==> src/hdl/rpic_regs.svh <==
// Constants for the reset, power-down and interrupt pin control block.
// Assumes a single 10 MHz core clock.
`ifndef RPIC_REGS_SVH
`define RPIC_REGS_SVH
`define RPIC_CLK_MHZ        10
`define RPIC_RST_MIN_NS     1000
`define RPIC_RST_MIN_CYC    ((`RPIC_RST_MIN_NS * `RPIC_CLK_MHZ + 999) / 1000)
`define RPIC_STRAP_W        8
`define RPIC_STRAP_DFLT     8'h01
`define RPIC_IRQ_W          4
`endif

==> src/hdl/rpic_pkg.sv <==
// Types for the reset, power-down and interrupt pin control block.
// Assumes the constants header is compiled alongside.
`include "rpic_regs.svh"
package rpic_pkg;
    typedef enum logic [2:0] {
        RPIC_ST_RESET = 3'b001,
        RPIC_ST_RUN   = 3'b010,
        RPIC_ST_SLEEP = 3'b100
    } rpic_state_type;

    typedef struct packed {
        logic       drive_low;
        logic       oe_n;
    } rpic_pin_out_type;

    typedef struct packed {
        logic       wr;
        logic       sleep_pin_is_irq;
        logic [`RPIC_IRQ_W-1:0] irq_clear;
    } rpic_cfg_type;
endpackage

==> src/hdl/rpic_ctrl.sv <==
// Reset, power-down / interrupt pin and test reset control.
// Assumes pins arrive asynchronous; management writes arrive on clk_i.
//
// Notes on behaviour
// - Reset pin low at least 1 us runs a full reset, active low.
// - Hardware reset returns pin role, pending bits and strap config to defaults.
// - Hardware reset also reloads strap-derived configuration.
// - After reset the shared pin is a power-down input.
// - Shared pin low in power-down role puts device to sleep.
// - Management access stays live during sleep.
// - Configuration can switch the shared pin to interrupt output.
// - In interrupt role a pending interrupt drives the pin low.
// - Test logic is held in reset while test reset is low.
// - Software reset restores straps captured at hardware reset.
`timescale 1ns/100ps
`include "rpic_regs.svh"
module rpic_ctrl
    import rpic_pkg::*;
#(
    parameter int RST_MIN_CYC = `RPIC_RST_MIN_CYC
) (
    input  wire logic                    clk_i,
    input  wire logic                    rst_n_i,
    input  wire logic                    hw_reset_n_i,
    input  wire logic                    sleep_or_irq_pin_i,
    input  wire logic                    test_reset_n_i,
    input  wire logic [`RPIC_STRAP_W-1:0] strap_pins_i,
    input  wire logic                    sw_reset_i,
    input  wire rpic_cfg_type            cfg_i,
    input  wire logic [`RPIC_IRQ_W-1:0]   irq_event_i,
    output logic                         core_reset_o,
    output logic                         sleep_o,
    output logic                         test_reset_o,
    output logic [`RPIC_STRAP_W-1:0]      strap_cfg_o,
    output logic                         pin_is_irq_o,
    output rpic_pin_out_type             pin_o,
    output logic [`RPIC_IRQ_W-1:0]        irq_pending_o
);
    // Three-stage synchronisers; stage 1 feeds only stage 2
    logic [2:0] rst_s_q, slp_s_q, trst_s_q;
    logic [2:0] rst_s_d, slp_s_d, trst_s_d;
    logic       rst_lvl_q, slp_lvl_q, trst_lvl_q;
    logic       rst_lvl_d, slp_lvl_d, trst_lvl_d;

    always_comb begin
        rst_s_d  = {rst_s_q[1:0], hw_reset_n_i};
        slp_s_d  = {slp_s_q[1:0], sleep_or_irq_pin_i};
        trst_s_d = {trst_s_q[1:0], test_reset_n_i};
        rst_lvl_d  = (rst_s_q[1] == rst_s_q[2]) ? rst_s_q[2] : rst_lvl_q;
        slp_lvl_d  = (slp_s_q[1] == slp_s_q[2]) ? slp_s_q[2] : slp_lvl_q;
        trst_lvl_d = (trst_s_q[1] == trst_s_q[2]) ? trst_s_q[2]
                                                   : trst_lvl_q;
    end

    always_ff @(posedge clk_i or negedge rst_n_i) begin
        if (!rst_n_i) begin
            rst_s_q    <= 3'h7;
            slp_s_q    <= 3'h7;
            trst_s_q   <= 3'h7;
            rst_lvl_q  <= 1'h1;
            slp_lvl_q  <= 1'h1;
            trst_lvl_q <= 1'h1;
        end else begin
            rst_s_q    <= rst_s_d;
            slp_s_q    <= slp_s_d;
            trst_s_q   <= trst_s_d;
            rst_lvl_q  <= rst_lvl_d;
            slp_lvl_q  <= slp_lvl_d;
            trst_lvl_q <= trst_lvl_d;
        end
    end

    // Low-time counter; a reset only counts once it lasted the minimum
    localparam int CW = $clog2(RST_MIN_CYC + 1);
    logic [CW-1:0]    low_cnt_q, low_cnt_d;
    rpic_state_type   st_q, st_d;
    logic             core_rst_q, core_rst_d;
    logic             hw_rst_ev;

    always_comb begin
        low_cnt_d = low_cnt_q;
        if (rst_lvl_q) begin
            low_cnt_d = '0;
        end else if (low_cnt_q < CW'(RST_MIN_CYC)) begin
            low_cnt_d = low_cnt_q + CW'(1);
        end
        // Pulse shorter than the minimum never reaches the count
        hw_rst_ev = !rst_lvl_q && (low_cnt_q >= CW'(RST_MIN_CYC));
    end

    // Shared pin role and strap image
    logic                     is_irq_q, is_irq_d;
    logic [`RPIC_STRAP_W-1:0] strap_lat_q, strap_lat_d;
    logic [`RPIC_STRAP_W-1:0] strap_cfg_q, strap_cfg_d;
    logic [`RPIC_IRQ_W-1:0]   pend_q, pend_d;
    logic                     sleep_q, sleep_d;
    logic                     pin_low_q, pin_low_d;
    logic                     pin_oe_n_q, pin_oe_n_d;
    logic                     trst_q, trst_d;

    always_comb begin
        st_d        = st_q;
        core_rst_d  = 1'h0;
        is_irq_d    = is_irq_q;
        strap_lat_d = strap_lat_q;
        strap_cfg_d = strap_cfg_q;
        pend_d      = pend_q;
        unique case (st_q)
            RPIC_ST_RESET: begin
                // Straps sampled once the pin is released
                core_rst_d  = 1'h1;
                if (rst_lvl_q) begin
                    strap_lat_d = strap_pins_i;
                    strap_cfg_d = strap_pins_i;
                    st_d        = RPIC_ST_RUN;
                end
            end
            RPIC_ST_RUN, RPIC_ST_SLEEP: begin
                // Config writes still taken while asleep
                if (cfg_i.wr) begin
                    is_irq_d = cfg_i.sleep_pin_is_irq;
                end
                // Set wins over clear
                pend_d = (pend_q & ~cfg_i.irq_clear) | irq_event_i;
                if (sw_reset_i) begin
                    strap_cfg_d = strap_lat_q;
                    is_irq_d    = 1'h0;
                    pend_d      = irq_event_i;
                end
                st_d = (!is_irq_q && !slp_lvl_q) ? RPIC_ST_SLEEP
                                                 : RPIC_ST_RUN;
            end
            default: st_d = RPIC_ST_RESET;
        endcase
        if (hw_rst_ev) begin
            st_d        = RPIC_ST_RESET;
            core_rst_d  = 1'h1;
            is_irq_d    = 1'h0;
            pend_d      = '0;
            strap_cfg_d = `RPIC_STRAP_DFLT;
        end
        sleep_d    = (st_d == RPIC_ST_SLEEP);
        pin_low_d  = is_irq_d && (pend_d != '0);
        pin_oe_n_d = !pin_low_d;
        trst_d     = !trst_lvl_q;
    end

    always_ff @(posedge clk_i or negedge rst_n_i) begin
        if (!rst_n_i) begin
            low_cnt_q   <= '0;
            st_q        <= RPIC_ST_RESET;
            core_rst_q  <= 1'h1;
            is_irq_q    <= 1'h0;
            strap_lat_q <= `RPIC_STRAP_DFLT;
            strap_cfg_q <= `RPIC_STRAP_DFLT;
            pend_q      <= '0;
            sleep_q     <= 1'h0;
            pin_low_q   <= 1'h0;
            pin_oe_n_q  <= 1'h1;
            trst_q      <= 1'h1;
        end else begin
            low_cnt_q   <= low_cnt_d;
            st_q        <= st_d;
            core_rst_q  <= core_rst_d;
            is_irq_q    <= is_irq_d;
            strap_lat_q <= strap_lat_d;
            strap_cfg_q <= strap_cfg_d;
            pend_q      <= pend_d;
            sleep_q     <= sleep_d;
            pin_low_q   <= pin_low_d;
            pin_oe_n_q  <= pin_oe_n_d;
            trst_q      <= trst_d;
        end
    end

    assign core_reset_o      = core_rst_q;
    assign sleep_o           = sleep_q;
    assign test_reset_o      = trst_q;
    assign strap_cfg_o       = strap_cfg_q;
    assign pin_is_irq_o      = is_irq_q;
    assign pin_o.drive_low   = pin_low_q;
    assign pin_o.oe_n        = pin_oe_n_q;
    assign irq_pending_o     = pend_q;

    a_short_rst_ignored: assert property (
        @(posedge clk_i) disable iff (!rst_n_i)
        (st_q != RPIC_ST_RESET && rst_lvl_q && !rst_lvl_d)
        ##1 !rst_lvl_q [*2] ##1 rst_lvl_q
        |-> !core_rst_q)
        else $error("short reset pulse caused reset");
    a_pend_sticky: assert property (
        @(posedge clk_i) disable iff (!rst_n_i)
        (st_q != RPIC_ST_RESET && !hw_rst_ev && !sw_reset_i)
        |=> (pend_q & (($past(pend_q) & ~$past(cfg_i.irq_clear))
                       | $past(irq_event_i)))
            == (($past(pend_q) & ~$past(cfg_i.irq_clear))
                | $past(irq_event_i)))
        else $error("pending bit lost without clear");
    a_long_rst_acts: assert property (
        @(posedge clk_i) disable iff (!rst_n_i)
        hw_rst_ev |=> core_rst_q && st_q == RPIC_ST_RESET)
        else $error("qualified reset did not reset core");
    a_rst_clears_regs: assert property (
        @(posedge clk_i) disable iff (!rst_n_i)
        hw_rst_ev |=> pend_q == '0 && !is_irq_q)
        else $error("registers not at default after reset");
    a_strap_reload: assert property (
        @(posedge clk_i) disable iff (!rst_n_i)
        (st_q == RPIC_ST_RESET && rst_lvl_q && !hw_rst_ev)
        |=> strap_lat_q == $past(strap_pins_i))
        else $error("straps not sampled at reset release");
    a_sw_strap_restore: assert property (
        @(posedge clk_i) disable iff (!rst_n_i)
        (sw_reset_i && st_q != RPIC_ST_RESET && !hw_rst_ev)
        |=> strap_cfg_q == $past(strap_lat_q))
        else $error("soft reset did not restore straps");
    a_sleep_entry: assert property (
        @(posedge clk_i) disable iff (!rst_n_i)
        (st_q == RPIC_ST_RUN && !is_irq_q && !slp_lvl_q && !hw_rst_ev)
        |=> sleep_q)
        else $error("power-down request not honoured");
    a_irq_pin_low: assert property (
        @(posedge clk_i) disable iff (!rst_n_i)
        (is_irq_q && pend_q != '0) |-> pin_low_q && !pin_oe_n_q)
        else $error("pending interrupt not driven low");
    a_pin_input_role: assert property (
        @(posedge clk_i) disable iff (!rst_n_i)
        !is_irq_q |-> pin_oe_n_q)
        else $error("pin driven while in power-down role");
    a_cfg_in_sleep: assert property (
        @(posedge clk_i) disable iff (!rst_n_i)
        (sleep_q && cfg_i.wr && !sw_reset_i && !hw_rst_ev)
        |=> is_irq_q == $past(cfg_i.sleep_pin_is_irq))
        else $error("config write lost during sleep");
    a_test_reset: assert property (
        @(posedge clk_i) disable iff (!rst_n_i)
        !trst_lvl_q |=> test_reset_o)
        else $error("test reset not applied");
endmodule

==> config.mk <==
export PLATFORM = sky130hd
export DESIGN_NAME = rpic_ctrl
export DESIGN_NICKNAME = d
export VERILOG_FILES = /design/src/hdl/rpic_pkg.sv /design/src/hdl/rpic_ctrl.sv
export VERILOG_INCLUDE_DIRS = /design/src /design/src/hdl
export SDC_FILE = /design/constraint.sdc
export NUM_CORES = 1
export LEC_CHECK = 0
export ABC_CLOCK_PERIOD_IN_PS = 1400
export BUFFER_PORTS_ARGS = -buffer_cell sky130_fd_sc_hd__buf_2
export CAP_MARGIN = 20
export CORE_UTILIZATION = 29
export DETAILED_ROUTE_END_ITERATION = 7
export RECOVER_POWER = 25
export SYNTH_ARGS = -nofsm -noshare
export SYNTH_HDL_FRONTEND = slang
export SYNTH_SLANG_ARGS = --single-unit
==> constraint.sdc <==
create_clock -name clk_i -period 1.4 [get_ports clk_i]
set_input_delay 0.28 -clock clk_i [delete_from_list [all_inputs] [get_ports clk_i]]
set_output_delay 0.28 -clock clk_i [all_outputs]
set_load 0.01 [all_outputs]
After elaboration in Yosys (flattened, before gate mapping)
Cells that the tools add are included.
{"block": "word_totals", "wordCells": 65, "out_inout_bits": 18, "reg_bits": 45, "inputBits": 24}
{"block": "classes", "n_reduce_logical": 14, "addsub": 1, "n_mux": 19, "order_cmp": 2, "bitwise_logic": 3, "n_eq_ne": 9}
{"operator": "$mux W8", "n": 3}
{"operator": "$mux W4", "n": 5}
{"operator": "$pmux W8 S2", "n": 1}
{"operator": "$mux W3", "n": 3}
{"operator": "$eq A3 B3 Y1 const B", "n": 2}
{"operator": "$mux W1", "n": 6}
{"operator": "$ne A3 B3 Y1 const B", "n": 2}
{"operator": "$pmux W3 S2", "n": 1}
{"operator": "$logic_not A1 Y1", "n": 5}
{"operator": "$add A4 B1 Y4 const B", "n": 1}
{"operator": "$and A4 B4 Y4", "n": 1}
{"operator": "$ge A4 B4 Y1 const B", "n": 1}
{"operator": "$lt A4 B4 Y1 const B", "n": 1}
{"operator": "$not A4 Y4", "n": 1}
{"operator": "$or A4 B4 Y4", "n": 1}
{"operator": "$reduce_bool A4 Y1", "n": 1}
{"operator": "$eq A1 B1 Y1", "n": 3}
{"operator": "$eq A3 B1 Y1 const B", "n": 1}
{"operator": "$eq A3 B2 Y1 const B", "n": 1}
{"operator": "$logic_and A1 B1 Y1", "n": 3}
{"operator": "$reduce_and A3 Y1", "n": 1}
{"operator": "$reduce_bool A3 Y1", "n": 1}
{"operator": "$reduce_and A2 Y1", "n": 1}
{"operator": "$reduce_bool A2 Y1", "n": 1}
{"operator": "$reduce_or A2 Y1", "n": 1}

Logic depth before layout (Yosys ltp)
Gate-level depths: netlist of run 1.
{"block": "depth", "depth_word": 9, "depth_mapped": 6, "depth_no_buf": 6}

Worst setup path before layout of run 1
No wires, ideal clock.
{"block": "synth_path", "path_type": "register to register", "start": "reg st_q[0]", "end": "reg strap_lat_q[1]", "path_slack_ns": -0.062, "setup_ns": 0.125, "path_buffers": 1, "required_time_ns": 1.275, "arrival_time_ns": 1.337, "path_stages_with_launch": 4, "period_less_slack_ns": 1.462, "path_cell_list": "dfstp_2 -> and4bb_1 -> buf_2 -> mux2_2"}
{"block": "synth_between", "elab_chain_len": 2}
{"element": "start: declaration", "line": "rpic_ctrl.sv:76", "text": "rpic_state_type st_q, st_d;"}
{"element": "start signal: assignment", "line": "rpic_ctrl.sv:163", "text": "st_q <= st_d;"}
{"element": "$eq A3 B1 Y1", "line": "rpic_ctrl.sv:108", "text": "unique case (st_q)"}
{"element": "$reduce_and A2 Y1 (no source line)"}
{"element": "end signal: assignment", "line": "rpic_ctrl.sv:154", "text": "strap_lat_q <= `RPIC_STRAP_DFLT;"}
{"element": "end signal: assignment", "line": "rpic_ctrl.sv:166", "text": "strap_lat_q <= strap_lat_d;"}
{"element": "end: declaration", "line": "rpic_ctrl.sv:93", "text": "logic [`RPIC_STRAP_W-1:0] strap_lat_q, strap_lat_d;"}
No other way between the ends.
A chain may end at the register's enable or synchronous reset.

Final worst setup path of run 1
{"block": "layout_path", "start": "reg st_q[2]", "end": "reg strap_lat_q[2]"}
The elaborated chain is that of the path after synthesis.

==> results of run 1 <==
## timing repair
item                                    4_1_cts  5_1_grt
resized for setup                            29       17
hold endpoints to repair                     27        0
gates cloned                                  2        1
endpoints found under the setup margin       20       26
buffers inserted                              5        2
hold buffers                                  1        0
pin swaps                                    10        5
## flip-flops by register name (all words and copies together), names as in the netlist, 3 cells and up
signal and flops:
strap_lat_q 8, st_q 3, slp_s_q 3, irq_pending_o 4, trst_s_q 3, low_cnt_q 4, strap_cfg_o 8, rst_s_q 3
## stage by stage
stage / setup TNS (ns) / total power [mW] / std cells / area, um^2
after floorplan: -0.132 / 3.16 / 160 / 1910
after global placement: -0.231 / 3.70 / 286 / 2280
after detailed placement: -0.778 / 3.74 / 286 / 2280
after CTS: -0.371 / 5.23 / 302 / 2580
after global routing: -1.26 / 5.77 / 305 / 2700
final: -0.555 / 5.42 / 305 / 2700
## cells by family (layout without fill, tap and decap cells)
group | after synthesis | in the layout | share of synthesized area [%]
and+or+nand+nor | 53 | 53 | 12.9
DFF | 45 | 45 | 60.2
AOI/OAI and AO/OA | 33 | 34 | 13.3
buffers and inverters | 13 | 80 | 4.26
muxes | 8 | 8 | 4.72
adders and majority gates | 5 | 5 | 2.88
xor gates and xnor gates | 3 | 3 | 1.77
## worst register-to-register path: cells and delay by family, from the launching register on
| kind | cells | cell delay (ns) |
|---|---|---|
| flops | 1 | 0.47 |
| buf+inv | 1 | 0.16 |
| mux | 1 | 0.30 |
| simple gates | 1 | 0.42 |
## power by group through the flow
stage               Combinational [mW]  Sequential (mW)  Clock (mW)
finish                            2.34             2.07        1.00
floorplan                         1.04             2.12           0
global route                      2.53             2.13        1.11
global placement                  1.66             2.04           0
detailed placement                1.70             2.04           0
CTS                               2.13             2.04        1.05
## routing by layer
metal	share of wire [%]	wire length, um	vias up	global-route usage [%]
met5	0	0	-	0
met3	5.3	232	4	4.08
met1	46	1980	693	18.5
li1	-	-	691	-
met2	48	2100	32	19.7
met4	0.69	30	0	3.61
## area by class of cell
cell class | count | area, um^2 | share of cell area [%]
Clock inverter | 1 | 30.0 | 1.11
Clock buffer | 7 | 86.3 | 3.20
Multi-Input combinational cell | 103 | 851 | 31.6
Inverter | 5 | 18.8 | 0.696
Sequential cell | 45 | 1150 | 42.7
Tap cell | 77 | 96.3 | 3.57
Timing Repair Buffer | 67 | 463 | 17.2
## layout by cell type (no fill, tap or decap), drive strengths merged, types with 4 or more instances in the layout
cell type  count
buf           64
a311oi         8
inv            5
a21oi          9
o21ai          7
dfrtp         27
dfstp         18
clkbuf         9
nor2          18
nand2         21
nor4           4
mux2           8
## path summary, 6_finish.rpt
| path | startpoint | endpoint | slack, ns |
|---|---|---|---|
| min | hw_reset_n_i | rst_s_q[0] | 0.07 |
| max reg2reg | st_q[2] | strap_lat_q[2] | -0.06 |
| min in group asynchronous | rst_n_i | low_cnt_q[0] | 0.63 |
| max in group asynchronous | rst_n_i | st_q[1] | 0.32 |
| max | st_q[2] | strap_lat_q[2] | -0.06 |
| min reg2reg | rst_s_q[0] | rst_s_q[1] | 0.36 |
==> reports/results.tsv, run 1 <==
stage	metric	value	unit
outcome	status	complete, but fails checks	
outcome	failing checks	negative setup slack	
routing	via count	1420	
sta	RSZ-0062 raised after global routing	yes	
power_and_ir_drop	Power Density	2010	nW/um^2
synthesis	Ys Warns	0	
finish	fillers	597	
routing	post-DR wirelength/cell	14.2	um
die	die area	6910	um^2
finish	nets@finish	253	
synthesis	cell count after synthesis	160	
synthesis	top-count cell post-synth	dfrtp_1	
critical_path	Worst path max stage delay	0.47	ns
placed_design	Post-Place Setup Slack	-0.0666	ns
routing	Antenna Nets Post-Route	0	
sta	Max-slew headroom	59.1	%
sta	slew of the pin with the lowest slew margin	0.614	ns
cts	Reg clk slew, reported paths	0.08	ns
sta	Max Clk Rate	683	MHz
sta	Setup Skew	0.00618	ns
power_and_ir_drop	clock share of power	18.6	%
routing	first-iteration detailed-routing DRC count	102	
sta	Tcrit/Tclk final	105	%
power_and_ir_drop	P_leak	1.20	nW
sta	Period minus WS final	1.46	ns
synthesis	Post-synth EDFFs	0	
placed_design	port bufs	41	
synthesis	syn avg cell area	11.9	um^2
critical_path	worst path cell trace	and4bb_4 -> buf_6 -> mux2_4	
critical_path	worst reg-to-reg path cell count	3	
die	Cell Rows	29	
sta	Hold Vio Cnt, Final	0	
synthesis	number of distinct library cells after synthesis	33	
die	initial core utilization	30.1	%
cts	latest clock arrival within the worst-skew pair	0.30	ns
power_and_ir_drop	Worst VDD drop	0.990	mV
synthesis	Post-Syn Area	1910	um^2
die	die height	83.1	um
routing	vias per cell	4.66	
critical_path	crit path DAT	1.65	ns
synthesis	Yosys top cell by area	dfrtp_1	
power_and_ir_drop	NetSw	1.80	mW
critical_path	Crit Path Category	flop to flop	
routing	final WL	4350	um
cts	CTS buffer count	5	
critical_path	required time worst endpoint	1.58	ns
grt	first-pass GRT wire length	7120	um
cts	Clock Sinks	45	
critical_path	CP Depth	3	
worst_hold_path	Hold Crit Class	input pin to flop	
sta	worst hold slack	0.0713	ns
grt	GRT Residual Overflow	0	
critical_path	cell family with most CP delay	flip-flops	
synthesis	main flop type after synthesis	dfrtp_1	
die	core footprint	6350	um^2
synthesis	ys async rst share	100	%
finish	Layout area overhead	41.2	%
synthesis	#FFs+latches synth	45	
die	I/O Pins	42	
power_and_ir_drop	Sw Ratio	33.3	%
die	Die Width	83.1	um
placed_design	post-DP HPWL	2770	um
finish	diode count	0	
power_and_ir_drop	P_int	3.61	mW
grt	vias in the first global route	1433	
finish	final core utilization	42.5	%
worst_hold_path	hold path cells	1	
critical_path	Critical Path End Type	flop	
critical_path	CP startpoint kind	flop	
finish	share of cells above drive strength 1	56.1	%
sta	Max Slew Vio Count	0	
critical_path	Buf+Inv Stages, Crit Path	1	
grt	Total GRT Usage	13.2	%
synthesis	register area share after synthesis	60.2	%
power_and_ir_drop	combinational share of power	43.2	%
power_and_ir_drop	Seq pwr share	38.3	%
routing	Pre-antenna DRT Iters	4	
synthesis	synth cell count leaders	dfrtp_1, nand2_1, dfstp_2	
critical_path	slowest CP cell	dfrtp_2	
synthesis	Synthesized Nets	186	
grt	initial antenna violation count	0	
sta	final worst-path setup slack	-0.0641	ns
synthesis	largest cells by area after synthesis	dfrtp_1, dfstp_2, mux2_2	
cts	clk root buf	clkbuf_8	
cts	CTS tree	built	
sta	Setup Viol. Count Final	14	
critical_path	worst-path maximum fanout	5	
routing	Post-route DRC	0	
job	Maximum Capacitance Violations	0	
synthesis	Yosys top cell area share	35.4	%
cts	H-tree depth	2	
placed_design	GPL Wtd Cong	0.751	
cts	deepest clock path buffer count	2	
grt	largest net degree at the start of global routing	46	
Power figures use the tool's default switching activity.
==> run 2: changes to the inputs <==
--- a/config.mk
+++ b/config.mk
@@ -6,7 +6,7 @@
 export SDC_FILE = /design/constraint.sdc
 export NUM_CORES = 1
 export LEC_CHECK = 0
-export ABC_CLOCK_PERIOD_IN_PS = 1400
+export ABC_CLOCK_PERIOD_IN_PS = 1450
 export BUFFER_PORTS_ARGS = -buffer_cell sky130_fd_sc_hd__buf_2
 export CAP_MARGIN = 20
 export CORE_UTILIZATION = 29
==> constraint.sdc (replaced) <==
create_clock -name clk_i -period 1.45 [get_ports clk_i]
set_input_delay 0.29 -clock clk_i [delete_from_list [all_inputs] [get_ports clk_i]]
set_output_delay 0.29 -clock clk_i [all_outputs]
set_load 0.01 [all_outputs]
==> run 2 against run 1 <==
  * The flow still finishes with violations (negative setup slack)
  * Clock power shrank 16%
  * Final cell count down 3.6%
  * Global-route usage is 1.5 points lower
  * Routed wire length shrank 8.6%
  * Flip-flop and latch count is the same
  * Sequential power decreased by 5%
  * Cell area shrank 8.4%
==> reports/results.tsv, run 2 (same netlist as run 1, synthesis figures left out) <==
stage	metric	value	unit	change
finish	post-route cell area	2470	um^2	-8.4%
die	I/O Pins	42		unchanged
placed_design	GPL Wtd Cong	0.766		+2.0%
finish	nets@finish	242		-4.3%
critical_path	Crit Path Category	flop to flop		
sta	Setup Skew	0.00194	ns	-0.00424 ns
cts	deepest clock path buffer count	2		unchanged
finish	Layout area overhead	29.3	%	
routing	post-DR wirelength/cell	13.5	um	-5.1%
worst_hold_path	Hold Crit Class	input pin to flop		
grt	Total GRT Usage	11.7	%	-1.5 points
routing	Post-route DRC	0		unchanged
die	die area	6910	um^2	unchanged
critical_path	crit path DAT	1.66	ns	about the same
cts	clk root buf	clkbuf_8		
worst_hold_path	Hold Path Sink	slp_s_q[0]		
critical_path	worst r2r src	st_q[1]		
grt	initial antenna violation count	0		unchanged
sta	Hold Vio Cnt, Final	0		unchanged
die	core footprint	6350	um^2	unchanged
sta	Period minus WS final	1.47	ns	+0.00724 ns
critical_path	Critical R2R Capture	strap_lat_q[2]		
power_and_ir_drop	Worst VDD drop	0.806	mV	-19%
finish	most common cell after layout, fill and taps aside	buf_2		
power_and_ir_drop	P_leak	1.09	nW	-9.0%
job	Maximum Capacitance Violations	0		unchanged
power_and_ir_drop	Power Density	1880	nW/um^2	-6.5%
power_and_ir_drop	Total Power	4.64	mW	-14%
sta	Tcrit/Tclk final	101	%	-3.1 points
routing	via count	1381		-2.7%
routing	first-iteration detailed-routing DRC count	64		-37%
cts	Clock Sinks	45		unchanged
routing	final WL	3970	um	-8.6%
cts	latest clock arrival within the worst-skew pair	0.29	ns	about the same
critical_path	worst-path maximum fanout	10		+5
cts	CTS buffer count	5		unchanged
sta	Setup Viol. Count Final	6		-8
finish	diode count	0		unchanged
sta	Max-slew headroom	60.4	%	+1.3 points
die	Die Width	83.1	um	unchanged
sta	slew of the pin with the lowest slew margin	0.595	ns	-0.0191 ns
sta	RSZ-0062 raised after global routing	yes		
grt	first-pass GRT wire length	6420	um	-9.9%
outcome	status	complete, but fails checks		
critical_path	r2r setup slk	-0.02	ns	+0.04 ns
finish	final core utilization	38.9	%	-3.6 points
die	die height	83.1	um	unchanged
critical_path	required time worst endpoint	1.63	ns	+0.05 ns
critical_path	CP startpoint kind	flop		
placed_design	port bufs	41		unchanged
critical_path	Critical Path End Type	flop		
sta	Max Slew Vio Count	0		unchanged
routing	Pre-antenna DRT Iters	4		unchanged
die	initial core utilization	30.1	%	unchanged
routing	Antenna Nets Post-Route	0		unchanged
cts	H-tree depth	2		unchanged
finish	most used cells in the layout excluding fill and tap cells	buf_2, dfrtp_1, nand2_1		
grt	vias in the first global route	1345		-6.1%
routing	vias per cell	4.70		+0.89%
worst_hold_path	HP Start	sleep_or_irq_pin_i		
cts	Reg clk slew, reported paths	0.08	ns	about the same
outcome	failing checks	negative setup slack		
grt	GRT Residual Overflow	0		unchanged
placed_design	post-DP HPWL	2670	um	-3.7%
grt	largest net degree at the start of global routing	46		unchanged
sta	final worst-path setup slack	-0.0213	ns	+0.0428 ns
placed_design	dpl cell area	2250	um^2	-1.3%
die	Cell Rows	29		unchanged
cts	CTS tree	built		
critical_path	worst reg-to-reg path cell count	3		unchanged
sta	Max Clk Rate	680	MHz	-0.49%
worst_hold_path	hold path cells	1		unchanged
finish	share of cells above drive strength 1	48.8	%	-7.3 points
## run 2: repair_timing
action,in CTS,in global routing
resized for setup,1,22
endpoints found under the hold margin,27,0
gates cloned,0,1
setup buffers,0,2
pin swaps,3,10
hold buffers,1,0
endpoints found under the setup margin,6,21
## run 2: routing by layer
| metal | GRT usage, % | part of all wire (%) | vias to the layer above |
|---|---|---|---|
| met3 | 4.27 | 3.6 | 4 |
| met4 | 2.82 | 0.76 | 0 |
| met5 | 0 | 0 | - |
| met1 | 15.4 | 49 | 679 |
| li1 | - | - | 674 |
| met2 | 18.5 | 46 | 24 |
## run 2: worst max-delay path by stage
stage                  from  slack, ns              to  depth (start not counted)
floorplan           st_q[0]       0.03  strap_lat_q[1]                          3
global placement    st_q[0]       0.02  strap_lat_q[6]                          3
detailed placement  st_q[0]     -0.004  strap_lat_q[6]                          3
CTS                 st_q[2]     -0.003  strap_cfg_o[4]                          4
global route        st_q[1]      -0.05  strap_lat_q[2]                          3
finish              st_q[1]      -0.02  strap_lat_q[2]                          3
## run 2: area by class of cell
cell class	instances	area (um^2)
repair buffers	56	347
clock inverters	1	5.00
flip-flops and latches	45	1150
well taps	77	96.3
fillers	623	3880
inverters	5	18.8
multi-input cells	103	754
clock buffers	7	96.3
## run 2: worst max-delay path, cell delays in order (launching register included)
cell and delay, ns:
dfrtp_2 0.47, and4bb_4 0.40, buf_8 0.15, mux2_2 0.34
## run 2: report_power, final
part	internal, mW	total [mW]	switching, mW	leakage, nW
clock network	0.431	0.840	0.409	0.0542
registers	1.71	1.97	0.265	0.514
logic	0.911	1.82	0.911	0.525
total	3.05	4.64	1.59	1.09
## run 2: per-stage QoR
step | setup WS [ns] | hold WS [ns] | TNS, ns | cells
final | -0.0213 | 0.0852 | -0.0860 | 294
after floorplan | 0.0330 | -0.00559 | 0 | 160
after detailed placement | -0.00394 | 0.286 | -0.00394 | 282
after CTS | -0.00283 | 0.0731 | -0.00315 | 291
after global placement | 0.0222 | 0.293 | 0 | 282
after global routing | -0.0482 | 0.0630 | -0.301 | 294
==> run 3: changes to the inputs <==
--- a/config.mk
+++ b/config.mk
@@ -11,6 +11,7 @@
 export CAP_MARGIN = 20
 export CORE_UTILIZATION = 29
 export DETAILED_ROUTE_END_ITERATION = 7
+export PLACE_DENSITY = 0.52
 export RECOVER_POWER = 25
 export SYNTH_ARGS = -nofsm -noshare
 export SYNTH_HDL_FRONTEND = slang
==> run 3 against run 2 <==
  * The run still ends with negative setup slack left
  * Combinational power is 14% higher
  * Non-clock buffer count increased by 10
  * Final cell count up 3.4%
  * Critical path type unchanged
  * Critical endpoint is now strap_lat_q[3]
==> reports/results.tsv, run 3 (same netlist as run 1, synthesis figures left out) <==
stage	metric	value	unit	change
outcome	status	complete, but fails checks		
outcome	failing checks	negative setup slack		
finish	final core utilization	40.7	%	+1.8 points
critical_path	worst r2r src	st_q[1]		
routing	vias per cell	4.65		-0.91%
routing	first-iteration detailed-routing DRC count	36		-44%
cts	Clock Sinks	45		unchanged
grt	first-pass GRT wire length	7200	um	+12%
routing	via count	1415		+2.5%
routing	final WL	4290	um	+7.9%
critical_path	Worst path max stage delay	0.47	ns	about the same
routing	post-DR wirelength/cell	14.1	um	+4.4%
die	initial core utilization	30.1	%	unchanged
power_and_ir_drop	Seq pwr share	40.1	%	-2.5 points
finish	most used cells in the layout excluding fill and tap cells	buf_2, dfrtp_1, nand2_1		
cts	H-tree depth	2		unchanged
grt	GRT Residual Overflow	0		unchanged
die	core footprint	6350	um^2	unchanged
sta	final worst-path setup slack	-0.000145	ns	+0.0212 ns
sta	worst hold slack	0.0794	ns	-0.00587 ns
sta	slew of the pin with the lowest slew margin	0.306	ns	-0.288 ns
placed_design	GPL Wtd Cong	0.703		-8.2%
critical_path	CP Depth	3		unchanged
critical_path	worst reg-to-reg path cell count	3		unchanged
routing	Antenna Nets Post-Route	0		unchanged
sta	Period minus WS final	1.45	ns	-0.0212 ns
critical_path	Crit Path Category	flop to flop		
finish	fillers	602		-3.4%
cts	clk root buf	clkbuf_8		
die	Cell Rows	29		unchanged
power_and_ir_drop	combinational share of power	42.1	%	+2.8 points
finish	diode count	0		unchanged
grt	initial antenna violation count	0		unchanged
cts	CTS tree	built		
die	die area	6910	um^2	unchanged
grt	Total GRT Usage	13.3	%	+1.5 points
grt	largest net degree at the start of global routing	35		-24%
sta	Setup Viol. Count Final	1		-5
grt	vias in the first global route	1469		+9.2%
critical_path	Worst setup startpoint	st_q[1]		
power_and_ir_drop	P_int	3.25	mW	+6.5%
sta	Hold Vio Cnt, Final	0		unchanged
placed_design	post-DP HPWL	2840	um	+6.2%
cts	CTS buffer count	5		unchanged
sta	Max Slew Vio Count	0		unchanged
job	Maximum Capacitance Violations	0		unchanged
critical_path	CP startpoint kind	flop		
power_and_ir_drop	Worst VDD drop	0.839	mV	+4.1%
worst_hold_path	Hold Crit Class	input pin to flop		
critical_path	crit path DAT	1.64	ns	-0.02 ns
finish	share of cells above drive strength 1	54.2	%	+5.3 points
finish	most common cell after layout, fill and taps aside	buf_2		
worst_hold_path	hold path cells	1		unchanged
critical_path	required time worst endpoint	1.64	ns	about the same
finish	nets@finish	252		+4.1%
sta	Max-slew headroom	79.6	%	+19 points
power_and_ir_drop	Power Density	1910	nW/um^2	+2.0%
sta	Setup Skew	0.0111	ns	+0.00912 ns
power_and_ir_drop	Sw Ratio	34.3	%	+0.099 points
routing	Post-route DRC	0		unchanged
worst_hold_path	HP Start	hw_reset_n_i		
critical_path	slowest CP cell	dfrtp_2		
die	die height	83.1	um	unchanged
power_and_ir_drop	P_leak	1.15	nW	+5.5%
critical_path	worst path cell trace	and4bb_4 -> buf_6 -> mux2_4		
cts	deepest clock path buffer count	2		unchanged
critical_path	Buf+Inv Stages, Crit Path	1		unchanged
critical_path	worst-path maximum fanout	7		-3
sta	Max Clk Rate	690	MHz	+1.5%
critical_path	cell family with most CP delay	flip-flops		
cts	Reg clk slew, reported paths	0.09	ns	about the same
power_and_ir_drop	clock share of power	17.8	%	-0.3 points
cts	latest clock arrival within the worst-skew pair	0.30	ns	about the same
die	Die Width	83.1	um	unchanged
sta	Tcrit/Tclk final	100	%	-1.5 points
sta	RSZ-0062 raised after global routing	yes		
power_and_ir_drop	NetSw	1.69	mW	+6.9%
finish	Layout area overhead	35.2	%	
routing	Pre-antenna DRT Iters	4		unchanged
sta	setup_tns	-0.000145	ns	+0.0858 ns
placed_design	port bufs	41		unchanged
critical_path	Critical Path End Type	flop		
die	I/O Pins	42		unchanged
## run 3: cell count changes in the layout (fill, tap and decap cells not counted), moves of 2 or more
cell and change:
a311oi_1 -2, a311oi_2 +2, buf_4 +11, buf_8 -2, dfstp_1 -4, dfstp_2 +4, mux2_2 -5, mux2_4 +5
## run 3: timing repair
action,4_1_cts,5_1_grt
resized for setup,12,16
pin swaps,4,5
buffers inserted,5,1
cloned,1,0
hold buffers,1,0
endpoints found under the hold margin,9,0
endpoints found under the setup margin,18,26
## run 3: path summary, 6_finish.rpt
check / end / slack [ns]
worst max-delay path: strap_lat_q[3] / -0.0001
worst min-delay path: rst_s_q[0] / 0.08
worst max register to register: strap_lat_q[3] / -0.0001
worst min register to register: trst_s_q[1] / 0.36
max in group asynchronous: strap_cfg_o[0] / 0.51
min in group asynchronous: low_cnt_q[2] / 0.40
## run 3: area by class of cell
cell class | count | area [um^2] | share of cell area, %
sequential | 45 | 1150 | 44.6
multi-input combinational | 103 | 787 | 30.5
timing repair buffer | 66 | 423 | 16.4
clock buffer | 7 | 96.3 | 3.73
tap | 77 | 96.3 | 3.73
inverter | 5 | 18.8 | 0.727
clock inverter | 1 | 8.76 | 0.339
## run 3: metal layers
layer	vias to the layer above	wire, um	track usage [%]
li1	686	-	-
met1	695	2000	17.5
met2	29	2070	21.0
met3	5	173	4.17
met4	0	46	3.76
met5	-	0	0
## run 3: worst reg2reg max path: cells and delay by family, from the launching register on
kind | cells | cell delay, ns
buffers and inverters | 1 | 0.16
flip-flops | 1 | 0.47
multiplexers | 1 | 0.31
AND/OR/NAND/NOR | 1 | 0.40
## run 3: power groups by stage
stage / combinational, mW / clock, mW / sequential, mW
2_1_floorplan: 1.01 / 0 / 2.04
3_3_place_gp: 1.66 / 0 / 1.97
3_5_place_dp: 1.70 / 0 / 1.97
4_1_cts: 1.97 / 0.908 / 1.96
5_1_grt: 2.27 / 0.956 / 2.03
6_report: 2.08 / 0.882 / 1.98
## run 3: through the flow
| stage | setup slack, ns | power [mW] | instance area (um^2) | instances |
|---|---|---|---|---|
| 4_1_cts | -0.0249 | 4.83 | 2500 | 303 |
| 6_report | -0.000145 | 4.94 | 2580 | 304 |
| 3_5_place_dp | -0.0645 | 3.67 | 2300 | 288 |
| 3_3_place_gp | -0.0170 | 3.63 | 2300 | 288 |
| 5_1_grt | -0.0535 | 5.26 | 2580 | 304 |
| 2_1_floorplan | 0.0330 | 3.05 | 1910 | 160 |
